## src/include/srd_pkg.sv

```systemverilog
`default_nettype none
package srd_pkg;
    // ****************************************
    // Decoded operation classes
    // ****************************************
    typedef enum logic [4:0] {
        OP_NONE,
        OP_ROTATE_LEFT,
        OP_ROTATE_RIGHT,
        OP_SHIFT_LEFT_ARITH,
        OP_SHIFT_RIGHT_ARITH,
        OP_SUBTRACT_WITH_BORROW,
        OP_RESTORE_SEG_AND_DESC,
        OP_RESTORE_LOCAL_TABLE_REG,
        OP_RESTORE_TASK_REG_AND_DESC,
        OP_LEAVE_SYSTEM_MGMT_MODE,
        OP_FLAGS_FROM_ACC_HIGH,
        OP_SET_BYTE_IF_BELOW,
        OP_SET_BYTE_IF_BELOW_OR_EQUAL,
        OP_SET_BYTE_IF_EQUAL,
        OP_SET_BYTE_IF_LESS
    } srd_op_t;

    // ****************************************
    // Shift count source
    // ****************************************
    typedef enum logic [1:0] {
        CNT_NONE,
        CNT_ONE,
        CNT_COUNT_REGISTER_LOW,
        CNT_IMMEDIATE
    } srd_cnt_t;

    // ****************************************
    // Opcode patterns
    // ****************************************
    localparam logic [7:0] OPC_ESCAPE = 8'h0f;
    localparam logic [5:0] OPC_SHIFT_GRP_D = 6'h34;
    localparam logic [6:0] OPC_SHIFT_GRP_C = 7'h60;
    localparam logic [5:0] OPC_IMM_GRP_8 = 6'h20;
    localparam logic [5:0] OPC_SUB_BORROW_RM = 6'h06;
    localparam logic [6:0] OPC_SUB_BORROW_ACC = 7'h0e;
    localparam logic [7:0] OPC_FLAGS_FROM_ACC_HIGH = 8'h9e;
    localparam logic [7:0] OPC2_RESTORE_SEG = 8'h79;
    localparam logic [7:0] OPC2_RESTORE_LOCAL = 8'h7b;
    localparam logic [7:0] OPC2_RESTORE_TASK = 8'h7d;
    localparam logic [7:0] OPC2_LEAVE_MGMT = 8'haa;
    localparam logic [7:0] OPC2_SET_BELOW = 8'h92;
    localparam logic [7:0] OPC2_SET_BELOW_EQ = 8'h96;
    localparam logic [7:0] OPC2_SET_EQUAL = 8'h94;
    localparam logic [7:0] OPC2_SET_LESS = 8'h9c;
    localparam logic [3:0] COND_BELOW = 4'h2;
    localparam logic [3:0] COND_BELOW_EQ = 4'h6;
    localparam logic [3:0] COND_EQUAL = 4'h4;
    localparam logic [3:0] COND_LESS = 4'hc;

    // ****************************************
    // Addressing-byte reg field codes
    // ****************************************
    localparam logic [2:0] REG_ROTATE_LEFT = 3'h0;
    localparam logic [2:0] REG_ROTATE_RIGHT = 3'h1;
    localparam logic [2:0] REG_SUB_BORROW = 3'h3;
    localparam logic [2:0] REG_SHIFT_LEFT_ARITH = 3'h4;
    localparam logic [2:0] REG_SHIFT_RIGHT_ARITH = 3'h7;
    localparam logic [2:0] REG_ZERO = 3'h0;
    localparam logic [2:0] REG_SEG_LAST = 3'h5;

    // ****************************************
    // Issue clock counts
    // ****************************************
    localparam logic [5:0] CYC_ONE = 6'h01;
    localparam logic [5:0] CYC_COUNT_REG = 6'h02;
    localparam logic [5:0] CYC_RESTORE = 6'h06;
    localparam logic [5:0] CYC_LEAVE_MGMT = 6'h28;

    // ****************************************
    // Immediate sizes in bytes
    // ****************************************
    localparam logic [2:0] IMM_NONE = 3'h0;
    localparam logic [2:0] IMM_BYTE = 3'h1;
    localparam logic [2:0] IMM_WORD = 3'h2;
    localparam logic [2:0] IMM_DWORD = 3'h4;

    // ****************************************
    // Flag positions and masks
    // ****************************************
    localparam int FLG_CARRY = 0;
    localparam int FLG_PARITY = 1;
    localparam int FLG_AUX = 2;
    localparam int FLG_ZERO = 3;
    localparam int FLG_SIGN = 4;
    localparam int FLG_OVERFLOW = 8;
    localparam logic [8:0] MASK_NONE = 9'h000;
    localparam logic [8:0] MASK_ALL = 9'h1ff;
    localparam logic [8:0] MASK_LOW_FIVE = 9'h01f;
    localparam logic [8:0] MASK_ARITH_SIX = 9'h11f;
    localparam logic [8:0] MASK_SHIFT_ONE_WR = 9'h11b;
    localparam logic [8:0] MASK_SHIFT_ONE_UND = 9'h004;
    localparam logic [8:0] MASK_SHIFT_N_WR = 9'h01b;
    localparam logic [8:0] MASK_SHIFT_N_UND = 9'h104;
    localparam logic [8:0] MASK_ROT_ONE_WR = 9'h101;
    localparam logic [8:0] MASK_ROT_N_WR = 9'h001;
    localparam logic [8:0] MASK_ROT_N_UND = 9'h100;
    localparam logic [7:0] SET_TRUE = 8'h01;
    localparam logic [7:0] SET_FALSE = 8'h00;
endpackage
`default_nettype wire

```

## src/hw/srd_imm_size.sv

```systemverilog
`default_nettype none
module srd_imm_size (
    input wire logic [7:0] opc0,
    input wire logic opsize32,
    output logic [2:0] imm_bytes
);
    logic [2:0] full_size;

    // ****************************************
    // Immediate length by opcode
    // ****************************************
    always_comb begin
        full_size = opsize32 ? srd_pkg::IMM_DWORD : srd_pkg::IMM_WORD;
        imm_bytes = srd_pkg::IMM_NONE;
        if (opc0[7:1] == srd_pkg::OPC_SHIFT_GRP_C) begin
            imm_bytes = srd_pkg::IMM_BYTE;
        end else if (opc0[7:2] == srd_pkg::OPC_IMM_GRP_8) begin
            if (opc0[1] || !opc0[0]) begin
                imm_bytes = srd_pkg::IMM_BYTE;
            end else begin
                imm_bytes = full_size;
            end
        end else if (opc0[7:1] == srd_pkg::OPC_SUB_BORROW_ACC) begin
            imm_bytes = opc0[0] ? full_size : srd_pkg::IMM_BYTE;
        end
    end
endmodule // srd_imm_size
`default_nettype wire

```

## src/hw/srd_cond.sv

```systemverilog
`default_nettype none
module srd_cond (
    input wire logic [3:0] cond_code,
    input wire logic [8:0] flags,
    output logic known,
    output logic [7:0] set_value
);
    logic hit;

    // ****************************************
    // Condition evaluation
    // ****************************************
    always_comb begin
        hit = 1'b0;
        known = 1'b1;
        case (cond_code)
            srd_pkg::COND_BELOW: hit = flags[srd_pkg::FLG_CARRY];
            srd_pkg::COND_BELOW_EQ: begin
                hit = flags[srd_pkg::FLG_CARRY] | flags[srd_pkg::FLG_ZERO];
            end
            srd_pkg::COND_EQUAL: hit = flags[srd_pkg::FLG_ZERO];
            srd_pkg::COND_LESS: begin
                hit = flags[srd_pkg::FLG_SIGN] ^ flags[srd_pkg::FLG_OVERFLOW];
            end
            default: known = 1'b0;
        endcase
        set_value = hit ? srd_pkg::SET_TRUE : srd_pkg::SET_FALSE;
    end
endmodule // srd_cond
`default_nettype wire

```

## src/hw/srd_decoder.sv

```systemverilog
`default_nettype none
module srd_decoder (
    input wire logic MCLK,
    input wire logic RST,
    input wire logic CE,
    input wire logic INSN_VALID,
    input wire logic [7:0] INSN_OPC0,
    input wire logic [7:0] INSN_OPC1,
    input wire logic [7:0] INSN_MODRM,
    input wire logic OPSIZE32,
    input wire logic [8:0] STATUS_FLAGS,
    output logic INSN_READY,
    output logic ISSUE_VALID,
    output srd_pkg::srd_op_t ISSUE_OP,
    output srd_pkg::srd_cnt_t ISSUE_COUNT_SRC,
    output logic ISSUE_WIDE,
    output logic [5:0] ISSUE_CYCLES,
    output logic [2:0] ISSUE_IMM_BYTES,
    output logic [2:0] ISSUE_SEG_SEL,
    output logic [8:0] FLAG_WRITE,
    output logic [8:0] FLAG_UNDEF,
    output logic [7:0] SET_BYTE_DATA,
    output logic ISSUE_ILLEGAL
);
    typedef struct packed {
        logic ready;
        logic [5:0] busy_cnt;
        logic valid;
        srd_pkg::srd_op_t op;
        srd_pkg::srd_cnt_t cnt_src;
        logic wide;
        logic [5:0] cycles;
        logic [2:0] imm_bytes;
        logic [2:0] seg_sel;
        logic [8:0] flag_wr;
        logic [8:0] flag_und;
        logic [7:0] set_data;
        logic illegal;
    } srd_state_t;

    srd_state_t st_r;
    srd_state_t st_nxt;
    logic [2:0] imm_bytes;
    logic cond_known;
    logic [7:0] cond_value;
    logic accept;
    logic [2:0] reg_fld;

    assign reg_fld = INSN_MODRM[5:3];
    assign accept = INSN_VALID && st_r.ready;

    // ****************************************
    // Helpers
    // ****************************************
    srd_imm_size u_imm (
        .opc0(INSN_OPC0),
        .opsize32(OPSIZE32),
        .imm_bytes(imm_bytes)
    );

    srd_cond u_cond (
        .cond_code(INSN_OPC1[3:0]),
        .flags(STATUS_FLAGS),
        .known(cond_known),
        .set_value(cond_value)
    );

    // ****************************************
    // Decode and issue timing
    // ****************************************
    always_comb begin
        st_nxt = st_r;
        st_nxt.valid = 1'b0;
        if (st_r.busy_cnt != 6'h00) begin
            st_nxt.busy_cnt = st_r.busy_cnt - 6'h01;
        end
        if (accept) begin
            st_nxt.valid = 1'b1;
            st_nxt.op = srd_pkg::OP_NONE;
            st_nxt.cnt_src = srd_pkg::CNT_NONE;
            st_nxt.wide = INSN_OPC0[0];
            st_nxt.cycles = srd_pkg::CYC_ONE;
            st_nxt.imm_bytes = imm_bytes;
            st_nxt.seg_sel = 3'h0;
            st_nxt.flag_wr = srd_pkg::MASK_NONE;
            st_nxt.flag_und = srd_pkg::MASK_NONE;
            st_nxt.set_data = srd_pkg::SET_FALSE;
            st_nxt.illegal = 1'b1;
            if (INSN_OPC0[7:2] == srd_pkg::OPC_SHIFT_GRP_D
                    || INSN_OPC0[7:1] == srd_pkg::OPC_SHIFT_GRP_C) begin
                st_nxt.illegal = 1'b0;
                if (INSN_OPC0[7:1] == srd_pkg::OPC_SHIFT_GRP_C) begin
                    st_nxt.cnt_src = srd_pkg::CNT_IMMEDIATE;
                end else if (INSN_OPC0[1]) begin
                    st_nxt.cnt_src = srd_pkg::CNT_COUNT_REGISTER_LOW;
                    st_nxt.cycles = srd_pkg::CYC_COUNT_REG;
                end else begin
                    st_nxt.cnt_src = srd_pkg::CNT_ONE;
                end
                case (reg_fld)
                    srd_pkg::REG_ROTATE_LEFT, srd_pkg::REG_ROTATE_RIGHT: begin
                        st_nxt.op = (reg_fld == srd_pkg::REG_ROTATE_LEFT)
                            ? srd_pkg::OP_ROTATE_LEFT : srd_pkg::OP_ROTATE_RIGHT;
                        if (st_nxt.cnt_src == srd_pkg::CNT_ONE) begin
                            st_nxt.flag_wr = srd_pkg::MASK_ROT_ONE_WR;
                        end else begin
                            st_nxt.flag_wr = srd_pkg::MASK_ROT_N_WR;
                            st_nxt.flag_und = srd_pkg::MASK_ROT_N_UND;
                        end
                    end
                    srd_pkg::REG_SHIFT_LEFT_ARITH, srd_pkg::REG_SHIFT_RIGHT_ARITH: begin
                        st_nxt.op = (reg_fld == srd_pkg::REG_SHIFT_LEFT_ARITH)
                            ? srd_pkg::OP_SHIFT_LEFT_ARITH
                            : srd_pkg::OP_SHIFT_RIGHT_ARITH;
                        if (st_nxt.cnt_src == srd_pkg::CNT_ONE) begin
                            st_nxt.flag_wr = srd_pkg::MASK_SHIFT_ONE_WR;
                            st_nxt.flag_und = srd_pkg::MASK_SHIFT_ONE_UND;
                        end else begin
                            st_nxt.flag_wr = srd_pkg::MASK_SHIFT_N_WR;
                            st_nxt.flag_und = srd_pkg::MASK_SHIFT_N_UND;
                        end
                    end
                    default: begin
                        st_nxt.illegal = 1'b1;
                        st_nxt.cnt_src = srd_pkg::CNT_NONE;
                        st_nxt.cycles = srd_pkg::CYC_ONE;
                    end
                endcase
            end else if (INSN_OPC0[7:2] == srd_pkg::OPC_SUB_BORROW_RM
                    || INSN_OPC0[7:1] == srd_pkg::OPC_SUB_BORROW_ACC
                    || (INSN_OPC0[7:2] == srd_pkg::OPC_IMM_GRP_8
                        && reg_fld == srd_pkg::REG_SUB_BORROW)) begin
                st_nxt.illegal = 1'b0;
                st_nxt.op = srd_pkg::OP_SUBTRACT_WITH_BORROW;
                st_nxt.flag_wr = srd_pkg::MASK_ARITH_SIX;
            end else if (INSN_OPC0 == srd_pkg::OPC_FLAGS_FROM_ACC_HIGH) begin
                st_nxt.illegal = 1'b0;
                st_nxt.op = srd_pkg::OP_FLAGS_FROM_ACC_HIGH;
                st_nxt.flag_wr = srd_pkg::MASK_LOW_FIVE;
            end else if (INSN_OPC0 == srd_pkg::OPC_ESCAPE) begin
                st_nxt.wide = 1'b0;
                case (INSN_OPC1)
                    srd_pkg::OPC2_RESTORE_SEG: begin
                        if (reg_fld <= srd_pkg::REG_SEG_LAST) begin
                            st_nxt.illegal = 1'b0;
                            st_nxt.op = srd_pkg::OP_RESTORE_SEG_AND_DESC;
                            st_nxt.seg_sel = reg_fld;
                            st_nxt.cycles = srd_pkg::CYC_RESTORE;
                        end
                    end
                    srd_pkg::OPC2_RESTORE_LOCAL, srd_pkg::OPC2_RESTORE_TASK: begin
                        if (reg_fld == srd_pkg::REG_ZERO) begin
                            st_nxt.illegal = 1'b0;
                            st_nxt.op = (INSN_OPC1 == srd_pkg::OPC2_RESTORE_LOCAL)
                                ? srd_pkg::OP_RESTORE_LOCAL_TABLE_REG
                                : srd_pkg::OP_RESTORE_TASK_REG_AND_DESC;
                            st_nxt.cycles = srd_pkg::CYC_RESTORE;
                        end
                    end
                    srd_pkg::OPC2_LEAVE_MGMT: begin
                        st_nxt.illegal = 1'b0;
                        st_nxt.op = srd_pkg::OP_LEAVE_SYSTEM_MGMT_MODE;
                        st_nxt.cycles = srd_pkg::CYC_LEAVE_MGMT;
                        st_nxt.flag_wr = srd_pkg::MASK_ALL;
                    end
                    srd_pkg::OPC2_SET_BELOW, srd_pkg::OPC2_SET_BELOW_EQ,
                    srd_pkg::OPC2_SET_EQUAL, srd_pkg::OPC2_SET_LESS: begin
                        if (reg_fld == srd_pkg::REG_ZERO && cond_known) begin
                            st_nxt.illegal = 1'b0;
                            case (INSN_OPC1)
                                srd_pkg::OPC2_SET_BELOW:
                                    st_nxt.op = srd_pkg::OP_SET_BYTE_IF_BELOW;
                                srd_pkg::OPC2_SET_BELOW_EQ:
                                    st_nxt.op = srd_pkg::OP_SET_BYTE_IF_BELOW_OR_EQUAL;
                                srd_pkg::OPC2_SET_EQUAL:
                                    st_nxt.op = srd_pkg::OP_SET_BYTE_IF_EQUAL;
                                default:
                                    st_nxt.op = srd_pkg::OP_SET_BYTE_IF_LESS;
                            endcase
                            st_nxt.set_data = cond_value;
                        end
                    end
                    default: st_nxt.illegal = 1'b1;
                endcase
            end
            st_nxt.busy_cnt = st_nxt.cycles - 6'h01;
        end
        st_nxt.ready = (st_nxt.busy_cnt == 6'h00);
    end

    always_ff @(posedge MCLK or posedge RST) begin
        if (RST) begin
            st_r <= '{ready: 1'b1, busy_cnt: 6'h00, valid: 1'b0,
                op: srd_pkg::OP_NONE, cnt_src: srd_pkg::CNT_NONE, wide: 1'b0,
                cycles: 6'h00, imm_bytes: 3'h0, seg_sel: 3'h0, flag_wr: 9'h000,
                flag_und: 9'h000, set_data: 8'h00, illegal: 1'b0};
        end else if (CE) begin
            st_r <= st_nxt;
        end
    end

    // ****************************************
    // Outputs
    // ****************************************
    assign INSN_READY = st_r.ready;
    assign ISSUE_VALID = st_r.valid;
    assign ISSUE_OP = st_r.op;
    assign ISSUE_COUNT_SRC = st_r.cnt_src;
    assign ISSUE_WIDE = st_r.wide;
    assign ISSUE_CYCLES = st_r.cycles;
    assign ISSUE_IMM_BYTES = st_r.imm_bytes;
    assign ISSUE_SEG_SEL = st_r.seg_sel;
    assign FLAG_WRITE = st_r.flag_wr;
    assign FLAG_UNDEF = st_r.flag_und;
    assign SET_BYTE_DATA = st_r.set_data;
    assign ISSUE_ILLEGAL = st_r.illegal;

    // ****************************************
    // Checks
    // ****************************************
    rotate_count_time_a: assert property (
        @(posedge MCLK) disable iff (RST || !CE)
        accept && INSN_OPC0[7:1] == 7'h69 && reg_fld == 3'h0
        |=> ISSUE_OP == srd_pkg::OP_ROTATE_LEFT && !INSN_READY ##1 INSN_READY)
        else $error("count-register rotate not two clocks");

    rotate_imm_time_a: assert property (
        @(posedge MCLK) disable iff (RST || !CE)
        accept && INSN_OPC0[7:1] == 7'h60 && reg_fld == 3'h1
        |=> ISSUE_OP == srd_pkg::OP_ROTATE_RIGHT && ISSUE_IMM_BYTES == 3'h1
            && ISSUE_COUNT_SRC == srd_pkg::CNT_IMMEDIATE && INSN_READY)
        else $error("immediate rotate decoded wrongly");

    restore_busy_a: assert property (
        @(posedge MCLK) disable iff (RST || !CE)
        ISSUE_VALID && ISSUE_CYCLES == 6'h06
        |-> !INSN_READY [*5] ##1 INSN_READY)
        else $error("restore not six clocks");

    leave_mgmt_a: assert property (
        @(posedge MCLK) disable iff (RST || !CE)
        accept && INSN_OPC0 == 8'h0f && INSN_OPC1 == 8'haa
        |=> FLAG_WRITE == 9'h1ff && ISSUE_CYCLES == 6'h28 && !INSN_READY
            ##38 !INSN_READY ##1 INSN_READY)
        else $error("management exit timing wrong");

    acc_high_flags_a: assert property (
        @(posedge MCLK) disable iff (RST || !CE)
        accept && INSN_OPC0 == 8'h9e
        |=> FLAG_WRITE == 9'h01f && ISSUE_CYCLES == 6'h01 && INSN_READY)
        else $error("flag load from accumulator wrong");

    shift_flags_a: assert property (
        @(posedge MCLK) disable iff (RST || !CE)
        ISSUE_VALID && ISSUE_OP == srd_pkg::OP_SHIFT_RIGHT_ARITH
        |-> FLAG_UNDEF[2] && FLAG_WRITE[8] == (ISSUE_COUNT_SRC == srd_pkg::CNT_ONE))
        else $error("arithmetic shift flag masks wrong");

    borrow_one_clock_a: assert property (
        @(posedge MCLK) disable iff (RST || !CE)
        ISSUE_VALID && ISSUE_OP == srd_pkg::OP_SUBTRACT_WITH_BORROW
        |-> INSN_READY && FLAG_WRITE == 9'h11f)
        else $error("borrow subtract not one clock");

    set_below_a: assert property (
        @(posedge MCLK) disable iff (RST || !CE)
        accept && INSN_OPC0 == 8'h0f && INSN_OPC1 == 8'h92 && reg_fld == 3'h0
        |=> SET_BYTE_DATA == {7'h00, $past(STATUS_FLAGS[0])} && FLAG_WRITE == 9'h000)
        else $error("set byte below value wrong");

    set_less_a: assert property (
        @(posedge MCLK) disable iff (RST || !CE)
        accept && INSN_OPC0 == 8'h0f && INSN_OPC1 == 8'h9c && reg_fld == 3'h0
        |=> SET_BYTE_DATA == {7'h00, $past(STATUS_FLAGS[4]) ^ $past(STATUS_FLAGS[8])})
        else $error("set byte less value wrong");

    full_imm_size_a: assert property (
        @(posedge MCLK) disable iff (RST || !CE)
        accept && INSN_OPC0 == 8'h81 && reg_fld == 3'h3
        |=> ISSUE_IMM_BYTES == ($past(OPSIZE32) ? 3'h4 : 3'h2) && ISSUE_WIDE)
        else $error("full immediate size wrong");
endmodule // srd_decoder
`default_nettype wire

```

## config.mk

```make
export PLATFORM = sky130hd
export DESIGN_NAME = srd_decoder
export DESIGN_NICKNAME = d
export VERILOG_FILES = /design/src/include/srd_pkg.sv /design/src/hw/srd_imm_size.sv /design/src/hw/srd_cond.sv /design/src/hw/srd_decoder.sv
export SDC_FILE = /design/constraint.sdc
export NUM_CORES = 1
export LEC_CHECK = 0
export BUFFER_PORTS_ARGS = -buffer_cell sky130_fd_sc_hd__buf_2
export CAP_MARGIN = 30
export CORE_ASPECT_RATIO = 0.75
export CORE_MARGIN = 5
export CORE_UTILIZATION = 51
export CTS_CLUSTER_DIAMETER = 60
export DETAILED_ROUTE_END_ITERATION = 7
export GPL_ROUTABILITY_DRIVEN = 1
export PLACE_DENSITY = 0.81
export RECOVER_POWER = 50
export SYNTH_ARGS = -nofsm -noshare
export SYNTH_HDL_FRONTEND = slang
export SYNTH_SLANG_ARGS = --single-unit
```

## constraint.sdc

```tcl
create_clock -name MCLK -period 2.1 [get_ports MCLK]
set_input_delay 0.63 -clock MCLK [delete_from_list [all_inputs] [get_ports MCLK]]
set_output_delay 0.63 -clock MCLK [all_outputs]
set_load 0.005 [all_outputs]
```

==> run_results.csv, run 1 <==
group,metric,value,unit
placed_design,hpwl,5535,um
logic_synthesis,synth-edff-count,0,
route,drt-vias-per-instance,5.697,
logic_synthesis,yosys-top-cells-area,"dfrtp_1 32%, buf_4 13%, nand2_1 6.3%",
worst_hold_path,hp-class,"register to register",
clocking,clk_pin_slew_worst_paths,80,ps
sta,max_freq,0.4050,GHz
worst_setup_path,ff2ff_setup_slack,50,ps
sta,setup_viol,15,
sta,rsz0062_at_grt,"true",
worst_setup_path,critical_path.max_fanout,4,
logic_synthesis,ys_types,64,
logic_synthesis,synth-main-ff-cell,"dfrtp_1",
sta,worstMarginPinSlew,863.6,ps
logic_synthesis,synth-seq-area-share,0.3320,
power_and_ir_drop,cellLeakagePower,0.001730,uW
worst_setup_path,cp-startpoint,"INSN_OPC0[2]",
layout,num-nets-final,439,
layout,final_common_cell,"buf_4",
layout,area_growth,33.79,%
global_routing,grt_max_degree,35,
placed_design,pre_cts_slack,-711.4,ps
clocking,cts_sinks,34,
layout,final_cell_mix,"66 x buf_4, 55 x buf_2, 40 x nand2_1, 33 x dfrtp_1, 17 x a21oi_1",
die,row_count,22,
sta,max-slew-margin-rel,0.4242,
worst_setup_path,cp.required,2350,ps
worst_setup_path,r2r-start,"st_r[51]$_DFFE_PP0P_",
flow_run,maxCapViolCount,0,
power_and_ir_drop,ir_worst_vdd,0.2941,mV
sta,clock_skew,11.08,ps
logic_synthesis,yosys.area.top_type,"dfrtp_1",
route,num_vias,2615,
power_and_ir_drop,power_density,648.3,nW/um^2
worst_setup_path,cp.arrival,2720,ps
route,first_iter_violations,284,
clocking,htreeDepth,2,
route,post_drt_wl_per_cell,16.77,um
worst_setup_path,cp-endpoint,"st_r[51]$_DFFE_PP0P_",
clocking,cts_made_buffers,5,
placed_design,gp_congestion,0.9151,
sta,finalCritPeriodShare,1.176,
route,ant_nets,0,
global_routing,grt_usage,0.2188,
layout,fillerInstances,391,
sta,slew_viol_final,0,
worst_setup_path,r2r-end,"INSN_READY$_DFFE_PP1P_",
global_routing,antenna_found_initial,0,
worst_setup_path,cp-start-kind,"primary input",
sta,fin_ws,-368.9,ps
logic_synthesis,syn_area,2566,um^2
clocking,clkLatencyLatePin,300,ps
clocking,cts_tree,"done",
worst_setup_path,critical_path_class,"primary input to register",
route,drc,0,
die,die_h,71.43,um
logic_synthesis,ys_seq_elements,34,
layout,n_antenna_cell,0,
layout,final_core_util,0.7047,
logic_synthesis,ys_warn_count,0,
power_and_ir_drop,design_power_total,2226,uW
worst_setup_path,reg2regPathDepth,6,
global_routing,grt_pass1_wl,11560,um
logic_synthesis,synthArstFlopShare,1.000,
layout,drive_above_1_share,0.4386,
die,core_area,4872,um^2
layout,final_cells,459,
route,wl,7696,um
worst_setup_path,endpoint_kind,"register",
clocking,ctsHoldBuffers,0,
die,boundaryPins,87,
die,die_x,91.91,um
logic_synthesis,synth_top_area_frac,0.3218,
logic_synthesis,syn_inst,304,
die,start_util,0.5267,
route,first_pass_iters,5,
placed_design,portBuffers,60,
global_routing,grt_pass1_vias,2395,
clocking,cts_root_buf,"clkbuf_8",
sta,post-route-min-period,2469,ps
clocking,clockBufferDepth,2,
die,fp.dieArea,6565,um^2
placed_design,place_inst,445,
sta,hold_viol,0,
status,status,"complete, but fails checks",
global_routing,grt-ovfl-total,0,
logic_synthesis,avgSynthCellArea,8.441,um^2
status,failed_checks,"setup timing",
## cell usage after synthesis (all sizes together), types with 4 or more instances
cell,instances
a32o,4
or2,4
nor3,8
o21ai,14
buf,49
o31ai,4
xnor2,4
nor3b,6
clkbuf,10
a21oi,20
nor2,15
nand2b,5
inv,11
and2,5
dfrtp,33
nand4b,5
nand2,43
nand4,5
## power by group
group / total [uW] / switching (uW) / internal (uW)
combinational: 831 / 412 / 419
clock: 536 / 272 / 264
sequential: 859 / 85.7 / 773
## state kept, by name (all words and copies together), names as in the netlist
signal,cells
st_r,6
FLAG_WRITE,5
ISSUE_CYCLES,4
ISSUE_OP,4
ISSUE_IMM_BYTES,3
ISSUE_SEG_SEL,3
FLAG_UNDEF,2
ISSUE_COUNT_SRC,2
INSN_READY,1
ISSUE_ILLEGAL,1
ISSUE_VALID,1
ISSUE_WIDE,1
SET_BYTE_DATA,1
## worst min-delay path by stage
stage                                             from                           end  slack (ps)  cells past startpoint
after floorplan           SET_BYTE_DATA[0]$_DFFE_PP0P_  SET_BYTE_DATA[0]$_DFFE_PP0P_         440                      2
after global placement    SET_BYTE_DATA[0]$_DFFE_PP0P_  SET_BYTE_DATA[0]$_DFFE_PP0P_         450                      2
after detailed placement  SET_BYTE_DATA[0]$_DFFE_PP0P_  SET_BYTE_DATA[0]$_DFFE_PP0P_         460                      2
after CTS                                          RST        ISSUE_WIDE$_DFFE_PP0P_         420                      3
after global routing      SET_BYTE_DATA[0]$_DFFE_PP0P_  SET_BYTE_DATA[0]$_DFFE_PP0P_         480                      2
final                     SET_BYTE_DATA[0]$_DFFE_PP0P_  SET_BYTE_DATA[0]$_DFFE_PP0P_         470                      2
## cell type report
class	count	area, um^2	share of cell area
clock buffers	6	82.58	0.02405
inverters	11	41.29	0.01203
repair buffers	131	862.1	0.2511
flip-flops and latches	34	852.1	0.2482
clock inverters	2	12.51	0.003644
well taps	60	75.07	0.02187
multi-input cells	215	1508	0.4391
## per-layer routing
metal  track usage  vias to the layer above  wire length (um)
li1              -                     1203                 -
met1        0.3086                     1226              3313
met2        0.3414                      166              3488
met3       0.05352                       20               781
met4       0.05107                        0               113
met5             0                        -                 0
## kinds of logic after synthesis
logic type / count (synthesis) / synth area share
flip-flops: 34 / 0.3320
XOR/XNOR: 6 / 0.02048
multiplexers: 4 / 0.01706
adder cells (fa/ha/maj): 3 / 0.01463
other: 1 / 0.001461
AND/OR/NAND/NOR: 116 / 0.2433
AO/OA/AOI/OAI: 70 / 0.2014
buffers and inverters: 70 / 0.1697
## worst max-delay path, stage by stage
cell	delay (ps)
buf_6	90
or3b_4	390
or3b_4	420
o31a_1	350
ha_4	180
inv_2	30
o31a_1	170
nand4_1	130
o311ai_2	120
mux2_4	200
## stage by stage
step | cell area (um^2) | hold WS, ps | TNS, ps
floorplan | 2670 | 440.0 | -2102
global placement | 3133 | 448.0 | -7522
detailed placement | 3133 | 457.0 | -8653
CTS | 3286 | 422.1 | -1395
global route | 3433 | 484.8 | -2116
finish | 3433 | 466.8 | -1485
## repair_timing
action | CTS | global route
gates resized for setup | 6 | 32
pin swaps | 4 | 13
setup buffers | 3 | 3
setup endpoints to repair | 17 | 20
No activity file was read; power rests on OpenSTA's default activity.
==> run 2: changes to the inputs <==
--- a/config.mk
+++ b/config.mk
@@ -5,15 +5,17 @@
 export SDC_FILE = /design/constraint.sdc
 export NUM_CORES = 1
 export LEC_CHECK = 0
+export ABC_AREA = 1
 export BUFFER_PORTS_ARGS = -buffer_cell sky130_fd_sc_hd__buf_2
 export CAP_MARGIN = 30
 export CORE_ASPECT_RATIO = 0.75
 export CORE_MARGIN = 5
-export CORE_UTILIZATION = 51
+export CORE_UTILIZATION = 55
+export CTS_BUF_LIST = sky130_fd_sc_hd__clkbuf_4 sky130_fd_sc_hd__clkbuf_8 sky130_fd_sc_hd__clkbuf_16
 export CTS_CLUSTER_DIAMETER = 60
 export DETAILED_ROUTE_END_ITERATION = 7
 export GPL_ROUTABILITY_DRIVEN = 1
-export PLACE_DENSITY = 0.81
+export PLACE_DENSITY = 0.86
 export RECOVER_POWER = 50
 export SYNTH_ARGS = -nofsm -noshare
 export SYNTH_HDL_FRONTEND = slang
==> constraint.sdc (replaced) <==
create_clock -name MCLK -period 2.9 [get_ports MCLK]
set_input_delay 0.87 -clock MCLK [delete_from_list [all_inputs] [get_ports MCLK]]
set_output_delay 0.87 -clock MCLK [all_outputs]
set_load 0.005 [all_outputs]
==> run 2 against run 1 <==
Net effect:
- cell area fell by 17%
- routed wire length decreased by 24%
- clock power fell by 15%
- largest power group unchanged
- sequential share of layout area grew 5.2 points
- hold slack better by 8.7 ps
- sequential cell count did not move
- critical endpoint is now INSN_READY$_DFFE_PP1P_
- global-route usage shrank 2.5 points
- the run ends with capacitance limit, slew limit left
- critical path depth up 7
- highest routed layer unchanged
- combinational power fell by 42%
- utilization is 8.0 points lower
- via count fell by 11%
==> run_results.csv, run 2 <==
group,metric,value,unit
worst_setup_path,critical_path.max_fanout,5,
worst_setup_path,endpoint_kind,"register",
worst_setup_path,cp.required,3120,ps
route,wl,5839,um
logic_synthesis,yosys-top-cells-count,"89 x nand2_1, 46 x buf_4, 33 x dfrtp_1",
placed_design,gp_congestion,0.9811,
logic_synthesis,ys_types,44,
sta,rsz0062_at_grt,"false",
die,boundaryPins,87,
clocking,cts_root_buf,"clkbuf_8",
power_and_ir_drop,ir_worst_vdd,0.3499,mV
sta,slew_viol_final,35,
route,first_pass_iters,4,
die,core_area,4546,um^2
global_routing,grt_max_degree,35,
global_routing,grt_pass1_wl,9680,um
logic_synthesis,synth-edff-count,0,
worst_setup_path,r2r-start,"INSN_READY$_DFFE_PP1P_",
layout,num-nets-final,435,
sta,finalCritPeriodShare,0.8883,
route,post_drt_wl_per_cell,12.92,um
layout,final_common_cell,"nand2_1",
sta,worstMarginPinSlew,1854,ps
route,drc,0,
layout,drive_above_1_share,0.2810,
die,fp.dieArea,6253,um^2
layout,area_growth,8.413,%
placed_design,hpwl,4692,um
worst_setup_path,r2r-end,"ISSUE_IMM_BYTES[1]$_DFFE_PP0P_",
sta,max-slew-margin-rel,-0.2357,
clocking,cts_made_buffers,5,
worst_setup_path,cp-start-kind,"primary input",
layout,largest_reg_flops,6,
clocking,post_cts_resized,0,
power_and_ir_drop,power_density,549.0,nW/um^2
logic_synthesis,yosys-top-cells-area,"dfrtp_1 32%, buf_4 13%, nand2_1 13%",
global_routing,grt_usage,0.1936,
logic_synthesis,yosysMostFrequentCell,"nand2_1",
clocking,clockBufferDepth,2,
sta,max_freq,0.3882,GHz
clocking,clk_pin_slew_worst_paths,60,ps
worst_hold_path,hold_start,"FLAG_WRITE[2]$_DFFE_PP0P_",
sta,hold_viol,0,
sta,setup_viol,0,
sta,post-route-min-period,2576,ps
worst_hold_path,whs_path_depth,2,
worst_setup_path,reg2regPathDepth,6,
layout,final_cell_mix,"89 x nand2_1, 54 x buf_2, 33 x dfrtp_1, 29 x inv_1, 24 x nor2_1",
worst_setup_path,ff2ff_setup_slack,1150,ps
worst_setup_path,critical_path_class,"primary input to register",
clocking,ctsHoldBuffers,0,
logic_synthesis,synth-main-ff-cell,"dfrtp_1",
logic_synthesis,avgSynthCellArea,7.373,um^2
logic_synthesis,ys_seq_elements,34,
clocking,postCtsSetupRepairBufs,0,
route,first_iter_violations,179,
route,drt-vias-per-instance,5.124,
logic_synthesis,synth_top_area_frac,0.3155,
clocking,cts_tree,"done",
power_and_ir_drop,cellLeakagePower,0.001571,uW
die,die_h,69.75,um
layout,design_area,2838,um^2
layout,n_antenna_cell,0,
logic_synthesis,syn_inst,355,
worst_setup_path,cp.arrival,2800,ps
clocking,htreeDepth,2,
logic_synthesis,ys_warn_count,0,
route,ant_nets,0,
route,num_vias,2316,
worst_hold_path,min_to,"FLAG_WRITE[2]$_DFFE_PP0P_",
global_routing,grt-ovfl-total,0,
placed_design,portBuffers,60,
die,row_count,21,
status,failed_checks,"capacitance limit, slew limit",
status,status,"complete, but fails checks",
sta,clock_skew,6.277,ps
flow_run,maxCapViolCount,1,
worst_hold_path,hp-class,"register to register",
clocking,clkLatencyLatePin,280,ps
global_routing,grt_pass1_vias,2070,
die,die_x,89.66,um
placed_design,placed_cell_area,2729,um^2
logic_synthesis,yosys.area.top_type,"dfrtp_1",
layout,largest-register,"st_r",
global_routing,antenna_found_initial,0,
logic_synthesis,synth-seq-area-share,0.3255,
clocking,cts_sinks,34,
sta,finalSetupTns,0,ps
logic_synthesis,synthArstFlopShare,1.000,
logic_synthesis,syn_area,2618,um^2
die,start_util,0.5758,
-- run 2: metrics by stage --
| step | hold WS, ps | utilization | total power, uW | std cells | worst slack [ps] |
|---|---|---|---|---|---|
| 3_3_place_gp | 457.2 | 0.6003 | 1090 | 444 | 142.7 |
| 2_1_floorplan | 447.6 | - | 1017 | 370 | 411.1 |
| 4_1_cts | 480.2 | 0.6268 | 1576 | 452 | 358.4 |
| 6_report | 475.4 | 0.6243 | 1558 | 452 | 324.0 |
| 3_5_place_dp | 461.0 | 0.6003 | 1114 | 444 | 65.60 |
| 5_1_grt | 493.9 | 0.6243 | 1677 | 452 | 174.4 |
-- run 2: area by class of cell --
class | count | area, um^2
clock inverters | 1 | 30.03
multi-input cells | 246 | 1303
inverters | 40 | 150.1
repair buffers | 67 | 341.6
fillers | 422 | 1708
flip-flops and latches | 34 | 852.1
well taps | 57 | 71.32
clock buffers | 7 | 90.09
-- run 2: worst max path at each step --
| stage | startpoint | to | cells past startpoint |
|---|---|---|---|
| 2_1_floorplan | INSN_OPC0[4] | INSN_READY$_DFFE_PP1P_ | 14 |
| 3_3_place_gp | INSN_OPC1[2] | INSN_READY$_DFFE_PP1P_ | 17 |
| 3_5_place_dp | INSN_OPC1[2] | INSN_READY$_DFFE_PP1P_ | 17 |
| 4_1_cts | INSN_OPC1[2] | INSN_READY$_DFFE_PP1P_ | 17 |
| 5_1_grt | INSN_OPC0[2] | INSN_READY$_DFFE_PP1P_ | 15 |
| 6_report | INSN_OPC1[2] | INSN_READY$_DFFE_PP1P_ | 17 |
-- run 2: logic make-up (layout without fill, tap and decap cells) --
family,after synthesis,count (layout),synth area share
AND/OR/NAND/NOR,175,175,0.3260
buffers and inverters,90,115,0.1984
AO/OA/AOI/OAI,47,47,0.1176
flip-flops,34,34,0.3255
XOR/XNOR,5,5,0.01673
adder cells (fa/ha/maj),3,3,0.01434
other,1,16,0.001433
-- run 2: critical path: stages --
cell	delay, ps
buf_2	110
inv_2	80
nand2_2	100
nor2_2	190
nand2_1	110
nand2_1	90
nor2_2	60
nor2_4	100
nand2_2	60
nand2_2	80
inv_1	50
ha_1	270
o21ai_0	210
nand3_1	120
nor2_2	140
nand3_2	70
nand2_1	60
-- run 2: layer usage --
layer / track usage / wire, um / vias up
li1: - / - / 1170
met5: 0 / 0 / -
met2: 0.2687 / 2428 / 104
met3: 0.04869 / 654 / 2
met4: 0.04463 / 17 / 0
met1: 0.2966 / 2738 / 1040
-- run 2: power by group --
| group | total [uW] | internal, uW | switching (uW) |
|---|---|---|---|
| combinational | 483 | 197 | 286 |
| sequential | 617 | 558 | 59.1 |
| clock | 458 | 289 | 168 |
| total | 1560 | 1040 | 513 |
==> run 3: changes to the inputs <==
--- a/config.mk
+++ b/config.mk
@@ -10,12 +10,12 @@
 export CAP_MARGIN = 30
 export CORE_ASPECT_RATIO = 0.75
 export CORE_MARGIN = 5
-export CORE_UTILIZATION = 55
+export CORE_UTILIZATION = 50
 export CTS_BUF_LIST = sky130_fd_sc_hd__clkbuf_4 sky130_fd_sc_hd__clkbuf_8 sky130_fd_sc_hd__clkbuf_16
 export CTS_CLUSTER_DIAMETER = 60
 export DETAILED_ROUTE_END_ITERATION = 7
 export GPL_ROUTABILITY_DRIVEN = 1
-export PLACE_DENSITY = 0.86
+export PLACE_DENSITY = 0.79
 export RECOVER_POWER = 50
 export SYNTH_ARGS = -nofsm -noshare
 export SYNTH_HDL_FRONTEND = slang
==> run 3 against run 2 <==
Net effect:
- highest routed layer unchanged
- cell area grew 1.0%
- via count increased by 0.56%
- hold slack improved by 3.6 ps
- critical path type unchanged
- largest power group unchanged
- clock-buffer cell count unchanged
- sequential cell count stayed put
- critical endpoint unchanged
- non-clock buffer count rose by 2
- the run still ends with capacitance limit, slew limit left
- register-to-register slack improved by 30 ps
- combinational power is essentially flat
==> run_results.csv, run 3 (synthesized netlist as in run 2, its figures left out) <==
group,metric,value,unit
worst_hold_path,min_to,"ISSUE_COUNT_SRC[1]$_DFFE_PP0P_",
worst_hold_path,whs_path_depth,2,
global_routing,grt_max_degree,35,
layout,final_common_cell,"nand2_1",
power_and_ir_drop,cellLeakagePower,0.001564,uW
route,drt-vias-per-instance,4.966,
clocking,cts_tree,"done",
status,failed_checks,"capacitance limit, slew limit",
worst_setup_path,ff2ff_setup_slack,1180,ps
flow_run,maxCapViolCount,1,
worst_setup_path,critical_path_buf_inv_count,3,
worst_setup_path,cp.arrival,2810,ps
clocking,cts_made_buffers,5,
worst_setup_path,cp-start-kind,"primary input",
worst_setup_path,r2r-end,"ISSUE_IMM_BYTES[1]$_DFFE_PP0P_",
die,boundaryPins,87,
clocking,clockBufferDepth,2,
power_and_ir_drop,power_density,546.2,nW/um^2
sta,post-route-min-period,2581,ps
layout,largest-register,"st_r",
layout,final_cell_mix,"89 x nand2_1, 50 x buf_2, 33 x dfrtp_1, 29 x inv_1, 24 x nor2_1",
worst_setup_path,r2r-start,"INSN_READY$_DFFE_PP1P_",
worst_setup_path,cp.depth,17,
layout,final_core_util,0.5753,
worst_hold_path,hold_start,"ISSUE_COUNT_SRC[1]$_DFFE_PP0P_",
route,num_vias,2329,
placed_design,portBuffers,60,
worst_setup_path,reg2regPathDepth,6,
sta,setup_viol,0,
die,die_h,72.66,um
clocking,clk_pin_slew_worst_paths,70,ps
die,die_x,93.55,um
global_routing,grt_pass1_wl,9487,um
worst_setup_path,cp_cell_sequence,"buf_2 > inv_2 > nand2_2 > nor2_2 > nand2_1 > nand2_1 > nor2_2 > nor2_4 > nand2_2 > nand2_2 > inv_1 > ha_1 > o21ai_0 > nand3_1 > nor2_2 > nand3_2 > nand2_1",
layout,area_growth,9.512,%
layout,n_antenna_cell,0,
global_routing,antenna_found_initial,0,
sta,finalSetupTns,0,ps
sta,slew_viol_final,35,
route,drc,0,
route,ant_nets,0,
layout,largest_reg_flops,6,
sta,finalCritPeriodShare,0.8899,
worst_setup_path,critical_path.max_fanout,5,
sta,worst_hold_slack,479.0,ps
worst_setup_path,critical_path_class,"primary input to register",
global_routing,grt_usage,0.1769,
worst_setup_path,cp.required,3130,ps
sta,worstMarginPinSlew,1864,ps
global_routing,grt-ovfl-total,0,
sta,clock_skew,10.74,ps
worst_hold_path,hp-class,"register to register",
clocking,htreeDepth,2,
placed_design,gp_congestion,0.9423,
layout,drive_above_1_share,0.2746,
clocking,clkLatencyLatePin,290,ps
sta,rsz0062_at_grt,"false",
worst_setup_path,slowest_stage,"ha_1",
die,row_count,22,
route,post_drt_wl_per_cell,12.58,um
worst_setup_path,cp_top_family,"simple AND/OR/NAND/NOR gates",
power_and_ir_drop,ir_worst_vdd,0.3391,mV
sta,hold_viol,0,
die,fp.dieArea,6797,um^2
sta,max-slew-margin-rel,-0.2426,
placed_design,hpwl,4688,um
die,core_area,4982,um^2
global_routing,grt_pass1_vias,2060,
clocking,cts_sinks,34,
die,start_util,0.5254,
power_and_ir_drop,design_power_total,1566,uW
worst_setup_path,critPathMaxStageDelay,280,ps
status,status,"complete, but fails checks",
clocking,cts_root_buf,"clkbuf_8",
route,first_pass_iters,5,
clocking,postCtsSetupRepairBufs,0,
clocking,post_cts_resized,0,
route,first_iter_violations,200,
route,wl,5901,um
layout,num-nets-final,437,
worst_setup_path,endpoint_kind,"register",
clocking,ctsHoldBuffers,0,
sta,max_freq,0.3875,GHz
## run 3: changes by cell type in the layout (fill, tap and decap cells not counted), sizes merged
cell / before / now
clkbuf: 14 / 18
buf: 60 / 58
## run 3: cell type report
| type | instances | area (um^2) |
|---|---|---|
| Clock buffer | 7 | 90.09 |
| Clock inverter | 1 | 30.03 |
| Fill cell | 472 | 2116 |
| Inverter | 40 | 150.1 |
| Multi-Input combinational cell | 246 | 1303 |
| Sequential cell | 34 | 852.1 |
| Tap cell | 72 | 90.09 |
| Timing Repair Buffer | 69 | 351.6 |
## run 3: worst max path at each step
stage                       from                      to  slack [ps]
CTS                 INSN_OPC1[2]  INSN_READY$_DFFE_PP1P_         350
detailed placement  INSN_OPC1[2]  INSN_READY$_DFFE_PP1P_          60
global route        INSN_OPC1[2]  INSN_READY$_DFFE_PP1P_         120
global placement    INSN_OPC1[2]  INSN_READY$_DFFE_PP1P_         100
finish              INSN_OPC1[2]  INSN_READY$_DFFE_PP1P_         320
floorplan           INSN_OPC0[4]  INSN_READY$_DFFE_PP1P_         410
## run 3: where the power goes
| part | leakage, uW | switching, uW | internal [uW] |
|---|---|---|---|
| registers | 0.000455 | 60.9 | 558 |
| logic | 0.00105 | 286 | 194 |
| clock network | 0.0000619 | 177 | 290 |
| total | 0.00156 | 524 | 1040 |
## run 3: metrics by stage
stage	cells	worst slack (ps)	cell area, um^2
6_report	469	319.3	2867
5_1_grt	469	122.8	2867
4_1_cts	469	351.7	2883
3_5_place_dp	461	60.93	2763
3_3_place_gp	461	102.1	2763
2_1_floorplan	370	411.1	2674
## run 3: tightest hold or removal path, delay by kind of cell (launching register included)
| kind | cells | cell delay, ps |
|---|---|---|
| DFF | 1 | 340 |
| and+or+nand+nor | 2 | 100 |
## run 3: per-layer routing
layer	up-vias	wire [um]	GRT usage
met4	0	73	0.04647
met1	1040	2782	0.2574
li1	1169	-	-
met2	110	2420	0.2552
met5	-	0	0
met3	10	624	0.05361
